<file path="src/rtl/bspc_map.svh">
// constants of the burst sram port control block
`ifndef BSPC_MAP_SVH
`define BSPC_MAP_SVH
// ==========================================
// widths and depths
`define BSPC_LANES     4
`define BSPC_LANE_W    8
`define BSPC_SLICE_W   9
`define BSPC_DATA_W    32
`define BSPC_WORD_W    36
`define BSPC_AW        4
`define BSPC_DEPTH     16
`define BSPC_BUF_DEPTH 2
// ==========================================
// reset values, lane masks and counter step
`define BSPC_RST_WORD  36'h0_0000_0000
`define BSPC_RST_ADDR  4'h0
`define BSPC_RST_CNT   2'h0
`define BSPC_NO_LANES  4'h0
`define BSPC_ALL_LANES 4'hF
`define BSPC_CNT_STEP  2'h1
`endif

</file>
<file path="src/rtl/bspc_pkg.sv">
// types of the burst sram port control block
`include "bspc_map.svh"
package bspc_pkg;
  // ==========================================
  // port state
  typedef enum logic [0:0] {
    bspc_st_desel = 1'b0,
    bspc_st_sel   = 1'b1
  } bspc_state_t;

  typedef logic [`BSPC_WORD_W-1:0] bspc_word_t;

  // all flip-flops of the port
  typedef struct packed {
    bspc_state_t                  st;
    logic [`BSPC_AW-1:0]          addr;
    logic [1:0]                   start;
    logic [1:0]                   cnt;
    logic                         first;
    logic                         wr_phase;
    bspc_word_t                   rdata;
    bspc_word_t [`BSPC_DEPTH-1:0] mem;
  } bspc_regs_t;

  // all flip-flops of the two-entry buffer
  typedef struct packed {
    bspc_word_t [`BSPC_BUF_DEPTH-1:0] slot;
    logic                             wp;
    logic                             rp;
    logic [1:0]                       cnt;
  } bspc_buf_regs_t;
endpackage

</file>
<file path="src/rtl/bspc_stream_if.sv">
// word stream between the port and its buffer
interface bspc_stream_if;
  logic              valid;
  logic              ready;
  bspc_pkg::bspc_word_t data;
  modport src (output valid, output data, input ready);
  modport snk (input valid, input data, output ready);
endinterface

</file>
<file path="src/rtl/bspc_buf.sv">
// two-entry valid/ready buffer for read words
`include "bspc_map.svh"
module bspc_buf (
  // clock and reset
  input  wire logic         clk_i,
  input  wire logic         rst_i,
  input  wire logic         ce_i,
  // filling side
  bspc_stream_if.snk        in_s,
  // draining side
  output logic              out_valid_o,
  output bspc_pkg::bspc_word_t out_data_o,
  input  wire logic         out_ready_i
);
  bspc_pkg::bspc_buf_regs_t regs_ff;
  bspc_pkg::bspc_buf_regs_t nxt_regs;
  logic                     push;
  logic                     pop;

  // handshakes, full and empty from the count
  assign in_s.ready  = ce_i && (regs_ff.cnt != 2'(`BSPC_BUF_DEPTH));
  assign out_valid_o = ce_i && (regs_ff.cnt != 2'h0);
  assign out_data_o  = regs_ff.slot[regs_ff.rp];
  assign push        = in_s.valid && in_s.ready;
  assign pop         = out_valid_o && out_ready_i;

  // next state
  always_comb begin
    nxt_regs = regs_ff;
    if (push) begin
      nxt_regs.slot[regs_ff.wp] = in_s.data;
      nxt_regs.wp               = ~regs_ff.wp;
    end
    if (pop) begin
      nxt_regs.rp = ~regs_ff.rp;
    end
    if (push && !pop) begin
      nxt_regs.cnt = regs_ff.cnt + 2'h1;
    end else if (pop && !push) begin
      nxt_regs.cnt = regs_ff.cnt - 2'h1;
    end
  end

  // state register
  always_ff @(posedge clk_i) begin
    if (rst_i) begin
      regs_ff <= '0;
    end else if (ce_i) begin
      regs_ff <= nxt_regs;
    end
  end
endmodule

</file>
<file path="src/rtl/bspc_top.sv">
// burst sram port control: strobes, burst counter, array and data pins
`include "bspc_map.svh"
module bspc_top (
  // clock, reset, enable
  input  wire logic                       clk_i,
  input  wire logic                       rst_i,
  input  wire logic                       ce_i,
  // address and strobes
  input  wire logic [`BSPC_AW-1:0]        addr_i,
  input  wire logic                       cpu_addr_strobe_n_i,
  input  wire logic                       ctrl_addr_strobe_n_i,
  input  wire logic                       burst_advance_n_i,
  // chip selects
  input  wire logic                       chip_sel_low_a_n_i,
  input  wire logic                       chip_sel_high_i,
  input  wire logic                       chip_sel_low_b_n_i,
  // write controls
  input  wire logic                       all_lanes_write_n_i,
  input  wire logic                       lane_write_enable_n_i,
  input  wire logic [`BSPC_LANES-1:0]     lane_write_select_n_i,
  // output enable, sleep, burst order strap
  input  wire logic                       out_enable_n_i,
  input  wire logic                       sleep_request_i,
  input  wire logic                       burst_order_i,
  // data pins, split
  input  wire logic [`BSPC_DATA_W-1:0]    data_i,
  output logic      [`BSPC_DATA_W-1:0]    data_o,
  output logic                            data_oe_o,
  // parity pins, split
  input  wire logic [`BSPC_LANES-1:0]     parity_io_i,
  output logic      [`BSPC_LANES-1:0]     parity_io_o,
  output logic                            parity_io_oe_o,
  // buffered read word stream
  output logic                            rd_valid_o,
  output logic      [`BSPC_WORD_W-1:0]    rd_word_o,
  input  wire logic                       rd_ready_i
);
  // ==========================================
  // declarations
  bspc_pkg::bspc_regs_t    regs_ff;
  bspc_pkg::bspc_regs_t    nxt_regs;
  bspc_stream_if           rd_s ();
  logic                    run;
  logic                    cs_ok;
  logic                    cpu_load;
  logic                    ctrl_load;
  logic                    load;
  logic                    sel_now;
  logic                    wr_req;
  logic                    do_write;
  logic [`BSPC_LANES-1:0]  lanes;
  logic [1:0]              low_bits;
  logic [1:0]              eff_cnt;
  logic [`BSPC_AW-1:0]     cur_idx;
  logic [`BSPC_AW-1:0]     acc_idx;
  logic                    rd_phase;
  logic                    stall;
  logic                    may_advance;
  logic                    drive;

  // ==========================================
  // qualification of the strobes
  // sleep freezes the port registers, contents stay; the read buffer still drains on ce_i
  assign run = ce_i && !sleep_request_i;

  // select decode of the three chip selects
  assign cs_ok = !chip_sel_low_a_n_i && chip_sel_high_i
                 && !chip_sel_low_b_n_i;

  // processor strobe needs first select low
  assign cpu_load = !cpu_addr_strobe_n_i && !chip_sel_low_a_n_i;

  // processor strobe wins over the controller strobe
  assign ctrl_load = !ctrl_addr_strobe_n_i && !cpu_load;

  assign load = cpu_load || ctrl_load;

  // selects only count on a load cycle
  assign sel_now = load ? cs_ok
                        : (regs_ff.st == bspc_pkg::bspc_st_sel);

  // ==========================================
  // burst address
  // an advancing edge already reads the next beat, no extra stage
  assign eff_cnt = may_advance ? regs_ff.cnt + `BSPC_CNT_STEP
                               : regs_ff.cnt;

  // strap high interleaves, low counts up, both wrap by four
  assign low_bits = burst_order_i ? (regs_ff.start ^ eff_cnt)
                                  : (regs_ff.start + eff_cnt);

  // counter bits replace the two low address bits
  assign cur_idx = {regs_ff.addr[`BSPC_AW-1:2], low_bits};

  // a load cycle works on the new address at once
  assign acc_idx = load ? addr_i : cur_idx;

  // ==========================================
  // write decode
  // all lanes write overrides the lane controls
  always_comb begin
    if (!all_lanes_write_n_i) begin
      lanes = `BSPC_ALL_LANES;
    end else if (!lane_write_enable_n_i) begin
      lanes = ~lane_write_select_n_i;
    end else begin
      lanes = `BSPC_NO_LANES;
    end
  end

  assign wr_req = (lanes != `BSPC_NO_LANES);

  // the processor load cycle ignores the write inputs
  assign do_write = sel_now && wr_req && !cpu_load;

  // ==========================================
  // read stream and stall
  // a read data phase offers the presented word to the buffer
  assign rd_phase   = run && (regs_ff.st == bspc_pkg::bspc_st_sel)
                      && !regs_ff.wr_phase;
  assign rd_s.valid = rd_phase;
  assign rd_s.data  = regs_ff.rdata;

  // a full buffer holds the burst so no word is skipped
  assign stall = rd_phase && !rd_s.ready;

  assign may_advance = !load && sel_now && !burst_advance_n_i
                       && !stall;

  // ==========================================
  // pin drive
  // output enable low drives, masked on write, deselect and first read
  assign drive = !out_enable_n_i
                 && !sleep_request_i
                 && (regs_ff.st == bspc_pkg::bspc_st_sel)
                 && !regs_ff.wr_phase
                 && !regs_ff.first;

  // data and parity share one enable and one register
  assign data_oe_o      = drive;
  assign parity_io_oe_o = drive;

  // unpack the lanes of the read register
  always_comb begin
    for (int k = 0; k < `BSPC_LANES; k++) begin
      data_o[k*`BSPC_LANE_W +: `BSPC_LANE_W] =
        regs_ff.rdata[k*`BSPC_SLICE_W +: `BSPC_LANE_W];
      parity_io_o[k] =
        regs_ff.rdata[k*`BSPC_SLICE_W + `BSPC_LANE_W];
    end
  end

  // ==========================================
  // next state
  always_comb begin
    nxt_regs = regs_ff;

    // new address: capture and seed the counter
    if (load) begin
      nxt_regs.addr  = addr_i;
      nxt_regs.start = addr_i[1:0];
      nxt_regs.cnt   = `BSPC_RST_CNT;
    end else if (may_advance) begin
      nxt_regs.cnt = eff_cnt;
    end

    // select state changes only on a load
    case (regs_ff.st)
      bspc_pkg::bspc_st_desel: begin
        if (load && cs_ok) begin
          nxt_regs.st = bspc_pkg::bspc_st_sel;
        end
      end
      bspc_pkg::bspc_st_sel: begin
        if (load && !cs_ok) begin
          nxt_regs.st = bspc_pkg::bspc_st_desel;
        end
      end
      default: begin
        nxt_regs.st = bspc_pkg::bspc_st_desel;
      end
    endcase

    // first clock out of deselect keeps the pins off
    nxt_regs.first = load && cs_ok
                     && (regs_ff.st == bspc_pkg::bspc_st_desel)
                     && !do_write;

    // a write cycle keeps the pins off in its data phase
    nxt_regs.wr_phase = do_write;

    // capture the input lines lane by lane
    if (do_write) begin
      for (int k = 0; k < `BSPC_LANES; k++) begin
        if (lanes[k]) begin
          nxt_regs.mem[acc_idx][k*`BSPC_SLICE_W +: `BSPC_SLICE_W] =
            {parity_io_i[k], data_i[k*`BSPC_LANE_W +: `BSPC_LANE_W]};
        end
      end
    end

    // flow-through read, held while the buffer is full
    if (sel_now && !stall) begin
      nxt_regs.rdata = regs_ff.mem[acc_idx];
    end
  end

  // ==========================================
  // state register
  always_ff @(posedge clk_i) begin
    if (rst_i) begin
      regs_ff       <= '0;
      regs_ff.st    <= bspc_pkg::bspc_st_desel;
      regs_ff.addr  <= `BSPC_RST_ADDR;
      regs_ff.rdata <= `BSPC_RST_WORD;
    end else if (run) begin
      regs_ff <= nxt_regs;
    end
  end

  // ==========================================
  // read word buffer
  bspc_buf u_buf (
    .clk_i       (clk_i),
    .rst_i       (rst_i),
    .ce_i        (ce_i),
    .in_s        (rd_s.snk),
    .out_valid_o (rd_valid_o),
    .out_data_o  (rd_word_o),
    .out_ready_i (rd_ready_i)
  );
endmodule
</file>
<file path="config.mk">
export PLATFORM = sky130hd
export DESIGN_NAME = bspc_top
export DESIGN_NICKNAME = d
export VERILOG_FILES = /design/src/rtl/bspc_pkg.sv /design/src/rtl/bspc_stream_if.sv /design/src/rtl/bspc_buf.sv /design/src/rtl/bspc_top.sv
export VERILOG_INCLUDE_DIRS = /design/src /design/src/rtl
export SDC_FILE = /design/constraint.sdc
export NUM_CORES = 2
export LEC_CHECK = 0
export BUFFER_PORTS_ARGS = -buffer_cell sky130_fd_sc_hd__buf_4
export CAP_MARGIN = 25
export CORE_MARGIN = 1
export CORE_UTILIZATION = 61
export CTS_CLUSTER_SIZE = 28
export DETAILED_ROUTE_END_ITERATION = 16
export GPL_ROUTABILITY_DRIVEN = 0
export HOLD_SLACK_MARGIN = 0.02
export PLACE_DENSITY_LB_ADDON = 0.05
export RECOVER_POWER = 100
export SLEW_MARGIN = 0
export SYNTH_ARGS = -nofsm -noshare
export SYNTH_HDL_FRONTEND = slang
export SYNTH_SLANG_ARGS = --single-unit
</file>
<file path="constraint.sdc">
create_clock -name clk_i -period 9.4 [get_ports clk_i]
set_input_delay 1.41 -clock clk_i [delete_from_list [all_inputs] [get_ports clk_i]]
set_output_delay 1.41 -clock clk_i [all_outputs]
set_load 0.02 [all_outputs]
</file>
## Word-level counts from Yosys, hierarchy flattened

Cells that the tools add are included.

- Flip-flop bits (word level): 699
- Input port bits: 59
- Output and inout bits: 75
- Word-level logic and storage cells: 141

- Add/subtract/negate cells: 4
- Magnitude comparators: 5
- Eq/ne operators: 1
- Mux-type cells: 39
- Bitwise gates (word level): 5
- Reduce and logical (&&, ||, !) cells: 59

Operators by type and width:

| kind | number |
|---|---|
| 2-to-1 mux 576 bit | 7 |
| bitwise mux 576 bit | 4 |
| demux 36 bit (select 4 bit) | 4 |
| 2-to-1 mux 36 bit | 5 |
| binary-select mux 36 bit (select 4 bit) | 1 |
| bitwise mux 72 bit | 1 |
| demux 36 bit (select 1 bit) | 1 |
| logical AND 1 bit | 30 |
| 2-to-1 mux 27 bit | 1 |
| 2-to-1 mux 18 bit | 1 |
| zero test 1 bit | 17 |
| AND reduction 2 bit | 7 |
| 2-to-1 mux 2 bit | 6 |
| 2-to-1 mux 4 bit | 3 |
| 2-to-1 mux 9 bit | 1 |
| nonzero test 2 bit | 3 |
| < comparator 4 x 5 -> 1 bit, second input constant | 1 |
| adder 2 x 1 -> 2 bit, second input constant | 2 |
| greater-or-equal comparator 4 x 1 -> 1 bit, second input constant | 1 |
| < comparator 1 x 2 -> 1 bit, second input constant | 2 |
| inverter 4 bit | 1 |
| nonzero test 4 bit | 1 |
| 2-to-1 mux 1 bit | 3 |
| inverter 1 bit | 3 |
| other kinds (7) | 7 |

## Longest topological paths before layout

- Depth after elaboration: 28
- Mapped depth: 16
- Mapped depth without buffers: 11

## Modules after synthesis

A second synthesis with hierarchy kept.

- Cell total of the unflattened synthesis: 4020
- Area total of the unflattened synthesis: 33011.7 um^2

By module, submodules not included:

| module | instances | cells each | area an instance (um^2) | sequential area each (um^2) |
|---|---|---|---|---|
| bspc_top | 1 | 3683 | 29414.5 | 12431.9 |
| bspc_buf | 1 | 337 | 3597.2 | 1521.5 |

## Least setup slack after synthesis

No wires, ideal clock.

- Kind: input to register
- From: input chip_sel_low_a_n_i
- To: register regs_ff, in the netlist rd_s.data[34]
- Library setup time: 0.129 ns
- Arrival time: 4.652 ns
- Data required time: 9.271 ns
- Path slack: 4.619 ns
- Stages: 15
- Path buffers: 8
- Path through: o21a_1 > clkbuf_1 > buf_2 > buf_1 > nand2_1 > xnor2_1 > ha_1 > buf_4 > buf_4 > buf_4 > buf_1 > clkbuf_1 > mux4_2 > nand2_1 > a31oi_1

- Word-level cells in the longest chain between the ends: 15
- Elaborated cells between the ends (all ways): 21
- Classes of those cells: 1 x add/sub; 6 x mux; 1 x bitwise; 13 x reduce/logical

Ends and longest elaborated chain:

| what | line | source |
|---|---|---|
| start, declared | bspc_top.sv:14 | `input wire logic chip_sel_low_a_n_i,` |
| zero test 1 bit * | bspc_top.sv:67, bspc_top.sv:71 |  |
| logical AND 1 bit | bspc_top.sv:71 | `assign cpu_load = !cpu_addr_strobe_n_i && !chip_sel_low_a_n_i;` |
| zero test 1 bit | bspc_top.sv:74 | `assign ctrl_load = !ctrl_addr_strobe_n_i && !cpu_load;` |
| logical AND 1 bit | bspc_top.sv:74 |  |
| logical OR 1 bit | bspc_top.sv:76 | `assign load = cpu_load \|\| ctrl_load;` |
| 2-to-1 mux 1 bit / zero test 1 bit (equally long branches) | bspc_top.sv:79, bspc_top.sv:127 |  |
| logical AND 1 bit (2 in series) | bspc_top.sv:127 | `assign may_advance = !load && sel_now && !burst_advance_n_i` |
| logical AND 1 bit | bspc_top.sv:128 | `&& !stall;` |
| 2-to-1 mux 2 bit | bspc_top.sv:85 | `` assign eff_cnt = may_advance ? regs_ff.cnt + `BSPC_CNT_STEP `` |
| adder 2 bit / bitwise XOR 2 bit (equally long branches) | bspc_top.sv:90, bspc_top.sv:89 |  |
| 2-to-1 mux 2 bit | bspc_top.sv:89 | `assign low_bits = burst_order_i ? (regs_ff.start ^ eff_cnt)` |
| 2-to-1 mux 4 bit | bspc_top.sv:96 | `assign acc_idx = load ? addr_i : cur_idx;` |
| binary-select mux 36 bit (select 4 bit) | bspc_top.sv:204 | `nxt_regs.rdata = regs_ff.mem[acc_idx];` |
| 2-to-1 mux 36 bit (not written as such) | bspc_top.sv:204 |  |
| end signal, assigned | bspc_top.sv:217 | `regs_ff <= nxt_regs;` |
| end, declared | bspc_top.sv:40 | `bspc_pkg::bspc_regs_t regs_ff;` |

Mark *: on every way between the ends. The rest lies on a longest branch, timed or not. The select of a mux whose other input is x is not followed.
A chain may end at the register's enable or synchronous reset.

## Worst setup path in the final report

- From: input sleep_request_i
- To: register regs_ff[407] in the netlist's numbering

- Word-level cells in the longest chain between the ends: 23
- Elaborated cells between the ends (all ways): 32
- Classes of those cells: 1 x add/sub; 2 x order compare; 19 x mux; 1 x bitwise; 9 x reduce/logical

Ends and longest elaborated chain:

| what | line | source |
|---|---|---|
| start, declared | bspc_top.sv:23 | `input wire logic sleep_request_i,` |
| zero test 1 bit * | bspc_top.sv:64 | `assign run = ce_i && !sleep_request_i;` |
| logical AND 1 bit * | bspc_top.sv:64 |  |
| logical AND 1 bit | bspc_top.sv:119 | `assign rd_phase = run && (regs_ff.st == bspc_pkg::bspc_st_sel)` |
| logical AND 1 bit | bspc_top.sv:120 | `&& !regs_ff.wr_phase;` |
| logical AND 1 bit | bspc_top.sv:125 | `assign stall = rd_phase && !rd_s.ready;` |
| zero test 1 bit | bspc_top.sv:128 |  |
| logical AND 1 bit | bspc_top.sv:128 |  |
| 2-to-1 mux 2 bit | bspc_top.sv:85 |  |
| [... 7 more ...] | -- |  |
| bitwise mux 576 bit | bspc_top.sv:196 | `` nxt_regs.mem[acc_idx][k*`BSPC_SLICE_W +: `BSPC_SLICE_W] = `` |
| 2-to-1 mux 576 bit | bspc_top.sv:195 | `if (lanes[k]) begin` |
| 2-to-1 mux 576 bit | bspc_top.sv:193 | `if (do_write) begin` |
| bitwise mux 576 bit | bspc_top.sv:196 |  |
| 2-to-1 mux 576 bit | bspc_top.sv:195 |  |
| 2-to-1 mux 576 bit | bspc_top.sv:193 |  |
| bitwise mux 576 bit | bspc_top.sv:196 |  |
| 2-to-1 mux 576 bit | bspc_top.sv:195 |  |

Marked as above.

==> out/summary.txt <==
Outcome: finished with violations
Violated checks: capacitance limit, slew limit
H-tree Lvls: 3
Crit Path Category: primary input to register
Power Total: 6320 uW
Post-synthesis adder-cell area fraction: 0.0696%
Placed wire-length estimate: 66.2 mm
Cts hold-fix bufs: 0
Sequential-to-total area share from yosys stat: 38.8%
Main combinational cell family by area after synthesis: multiplexers
Synth Area in Compound Gates: 8.66%
Buffer levels on the longest clock path: 3
Synthesized area per cell: 9.50 um2
Vias in the first global route: 28.8k
R2R depth: 12
First-pass GRT wire length: 174 mm
Hold path depth: 2
WL per Instance: 25.7 um
Critical Path Sink Type: register
Vias/cell: 6.68
Setup TNS: 0 ps
Row count: 88
Setup bufs post-CTS: 0
Drt pass-1 iters: 6
Primary FF master, synth: dfxtp_1
Hold path startpoint: u_buf.regs_ff[41]
Internal power: 4810 uW
Synth cell types: 59
Fraction of registers with async set/reset: 0%
Post-synth top cells: mux2i_1, dfxtp_1, nor2_1, nand2_1, clkbuf_1
Count of input and output buffers: 133
Clk_lat worst skew: 620 ps
Fin crit period: 7400 ps
Yosys warns: 0
Ports: 134
Pleak: 0.0151 uW
Hold crit path type: register to register
Yosys top cell area share: 38.8%
Final Setup Violations: 0
Design Area, Final: 38900 um2
Die Width: 245 um
Power per cell area: 162 nW/um2
Drt initial violations: 3309
Max VDD drop: 131 uV
Synth Area in XOR/XNOR: 0.306%
Slew margin rel.: -224%
Multiplexer share of the synthesized area: 34.1%
Total die area: 59900 um2
Post-synth net total: 3845
WP data required: 9870 ps
WL final: 116 mm
Via Count: 30.1k
CTS tree: yes
CTS Root Cell: clkbuf_16
Max-cap violations: 3
DP Area: 37200 um2
Clock Sinks: 697
Num CTS Buffers: 73
Critical Path Fanout Max: 110
Slew Limit Fails: 306
Synth Area in Simple Gates: 12.7%
DRC: 0
Share of cells above drive strength 1: 11.6%
RSZ-0062 raised after global routing: no
Combinational share of power: 6.5%
Reg clk slew, reported paths: 60 ps
Most common cell in the netlist: mux2i_1
Clock power frac: 46.5%
Flop-to-flop setup slack: 2610 ps
Die height: 245 um
Total GRT Usage: 37.7%
Largest net degree at the start of global routing: 238
#FFs+latches synth: 697
Final nets: 3744
Worst r2r dst: regs_ff[407]
Fmax: 0.135 GHz
Final ANT Viol Nets: 0
Hold endpoint: u_buf.regs_ff[41]
Crit path launch type: primary input
Psw: 1510 uW
Sw Share: 23.9%
Initial antenna violation count: 2
EDFF count, synth: 0
Final Skew: 18.1 ps
Global route overflow: 0
Syn Std Cell Area: 35900 um2
Cells after synthesis: 3784
Initial Util: 62.1%
# fillers: 4653
Post-cts sizing count: 0
Flop pwr share: 47.0%
Crit path DAT: 7870 ps
Slew at the pin closest to its max-slew limit: 4860 ps
Area Growth Syn to Fin: 8.24%
Final worst-path cycle share: 78.7%
Largest area contributor in the netlist: dfxtp_1
Core region area: 57900 um2
Synth top area cells: dfxtp_1, mux2i_1, nor2_1, mux4_2, mux2_2
Final hold vios: 0
## final cells by class
class	instances	area, um2	share of cell area (%)
flip-flops and latches	697	14000	35.9
clock inverters	15	188	0.482
well taps	765	957	2.46
multi-input cells	2675	20200	51.9
clock buffers	115	2230	5.74
inverters	3	11.3	0.0289
repair buffers	233	1350	3.46
diodes	3	7.51	0.0193
## flip-flops by register name, summed over array words and instances (netlist names), named ones only
| name | cells |
|---|---|
| regs_ff | 582 |
| cur_idx | 2 |
| u_buf.regs_ff | 76 |
| rd_s.data | 36 |
## power groups by stage
stage	sequential [uW]	combinational (uW)	clock (uW)
after detailed placement	3030	405	0
after global placement	3030	397	0
after global routing	2970	418	3100
after floorplan	3030	257	0
after CTS	2970	405	2960
final	2970	409	2940
## metal layers
layer	share of wire (%)	GRT usage, %	vias up
met1	41	50.5	14700
li1	-	-	13300
met5	0	0	-
met4	5.1	19.7	0
met3	10	7.65	369
met2	44	57.4	1661
## per-stage QoR
| stage | hold WS (ps) | utilization, % | setup WS [ps] | instances |
|---|---|---|---|---|
| after floorplan | 433 | - | 4620 | 3784 |
| after global placement | 438 | 64.1 | 3300 | 4370 |
| after detailed placement | 443 | 64.2 | 3190 | 4371 |
| after CTS | 452 | 68.3 | 3820 | 4501 |
| after global routing | 463 | 67.2 | 1840 | 4504 |
| final | 453 | 67.2 | 2000 | 4506 |
## cells in the final DEF (no fill, tap or decap), types with 4 or more instances in the layout
cell type,n
mux4_2,86
a21oi_1,105
o21bai_1,22
nor2b_1,5
o22ai_1,89
nor2_1,600
a41oi_1,14
bufinv_16,4
o211ai_1,21
buf_4,93
a32oi_1,14
nand2_2,4
o2111ai_1,47
nand2b_1,20
dfxtp_1,696
and4_1,4
nor4_1,37
mux2i_1,903
nand4_1,4
nand3_1,18
mux2_1,4
clkbuf_1,154
o221ai_1,14
o21ai_0,22
clkinv_2,7
a2111oi_0,29
or4_1,14
a211oi_1,29
clkbuf_16,79
xnor2_1,5
mux2_2,111
nor3_1,65
clkbuf_8,12
a31oi_1,23
buf_12,5
nand2_1,313
## kinds of logic (layout without fill, tap and decap cells)
kind of cell | after synthesis | in the layout
muxes | 1104 | 1104
xor gates and xnor gates | 10 | 10
adders and majority gates | 2 | 2
AOI/OAI and AO/OA | 453 | 453
DFF | 697 | 697
buffers and inverters | 412 | 366
other | 0 | 3
and+or+nand+nor | 1106 | 1106
## critical path: stages
cell       delay, ps
clkbuf_1         160
and4bb_1         310
a211oi_1         370
nand2_1          120
xnor2_1          170
ha_1            1410
buf_12           680
mux2_1           960
o21ai_0          590
a2111oi_0        410
clkbuf_1         760
mux2i_1          290
nor2_1            60
## worst max path at each step
stage | start | end | slack [ps] | cells after the start
floorplan | chip_sel_low_a_n_i | rd_s.data[34] | 4620 | 15
global placement | sleep_request_i | rd_s.data[14] | 3300 | 13
CTS | sleep_request_i | rd_s.data[23] | 3820 | 13
finish | sleep_request_i | regs_ff[407] | 2000 | 13
detailed placement | sleep_request_i | rd_s.data[7] | 3190 | 13
global route | sleep_request_i | regs_ff[411] | 1840 | 13
(Power assumes the default switching activity.)
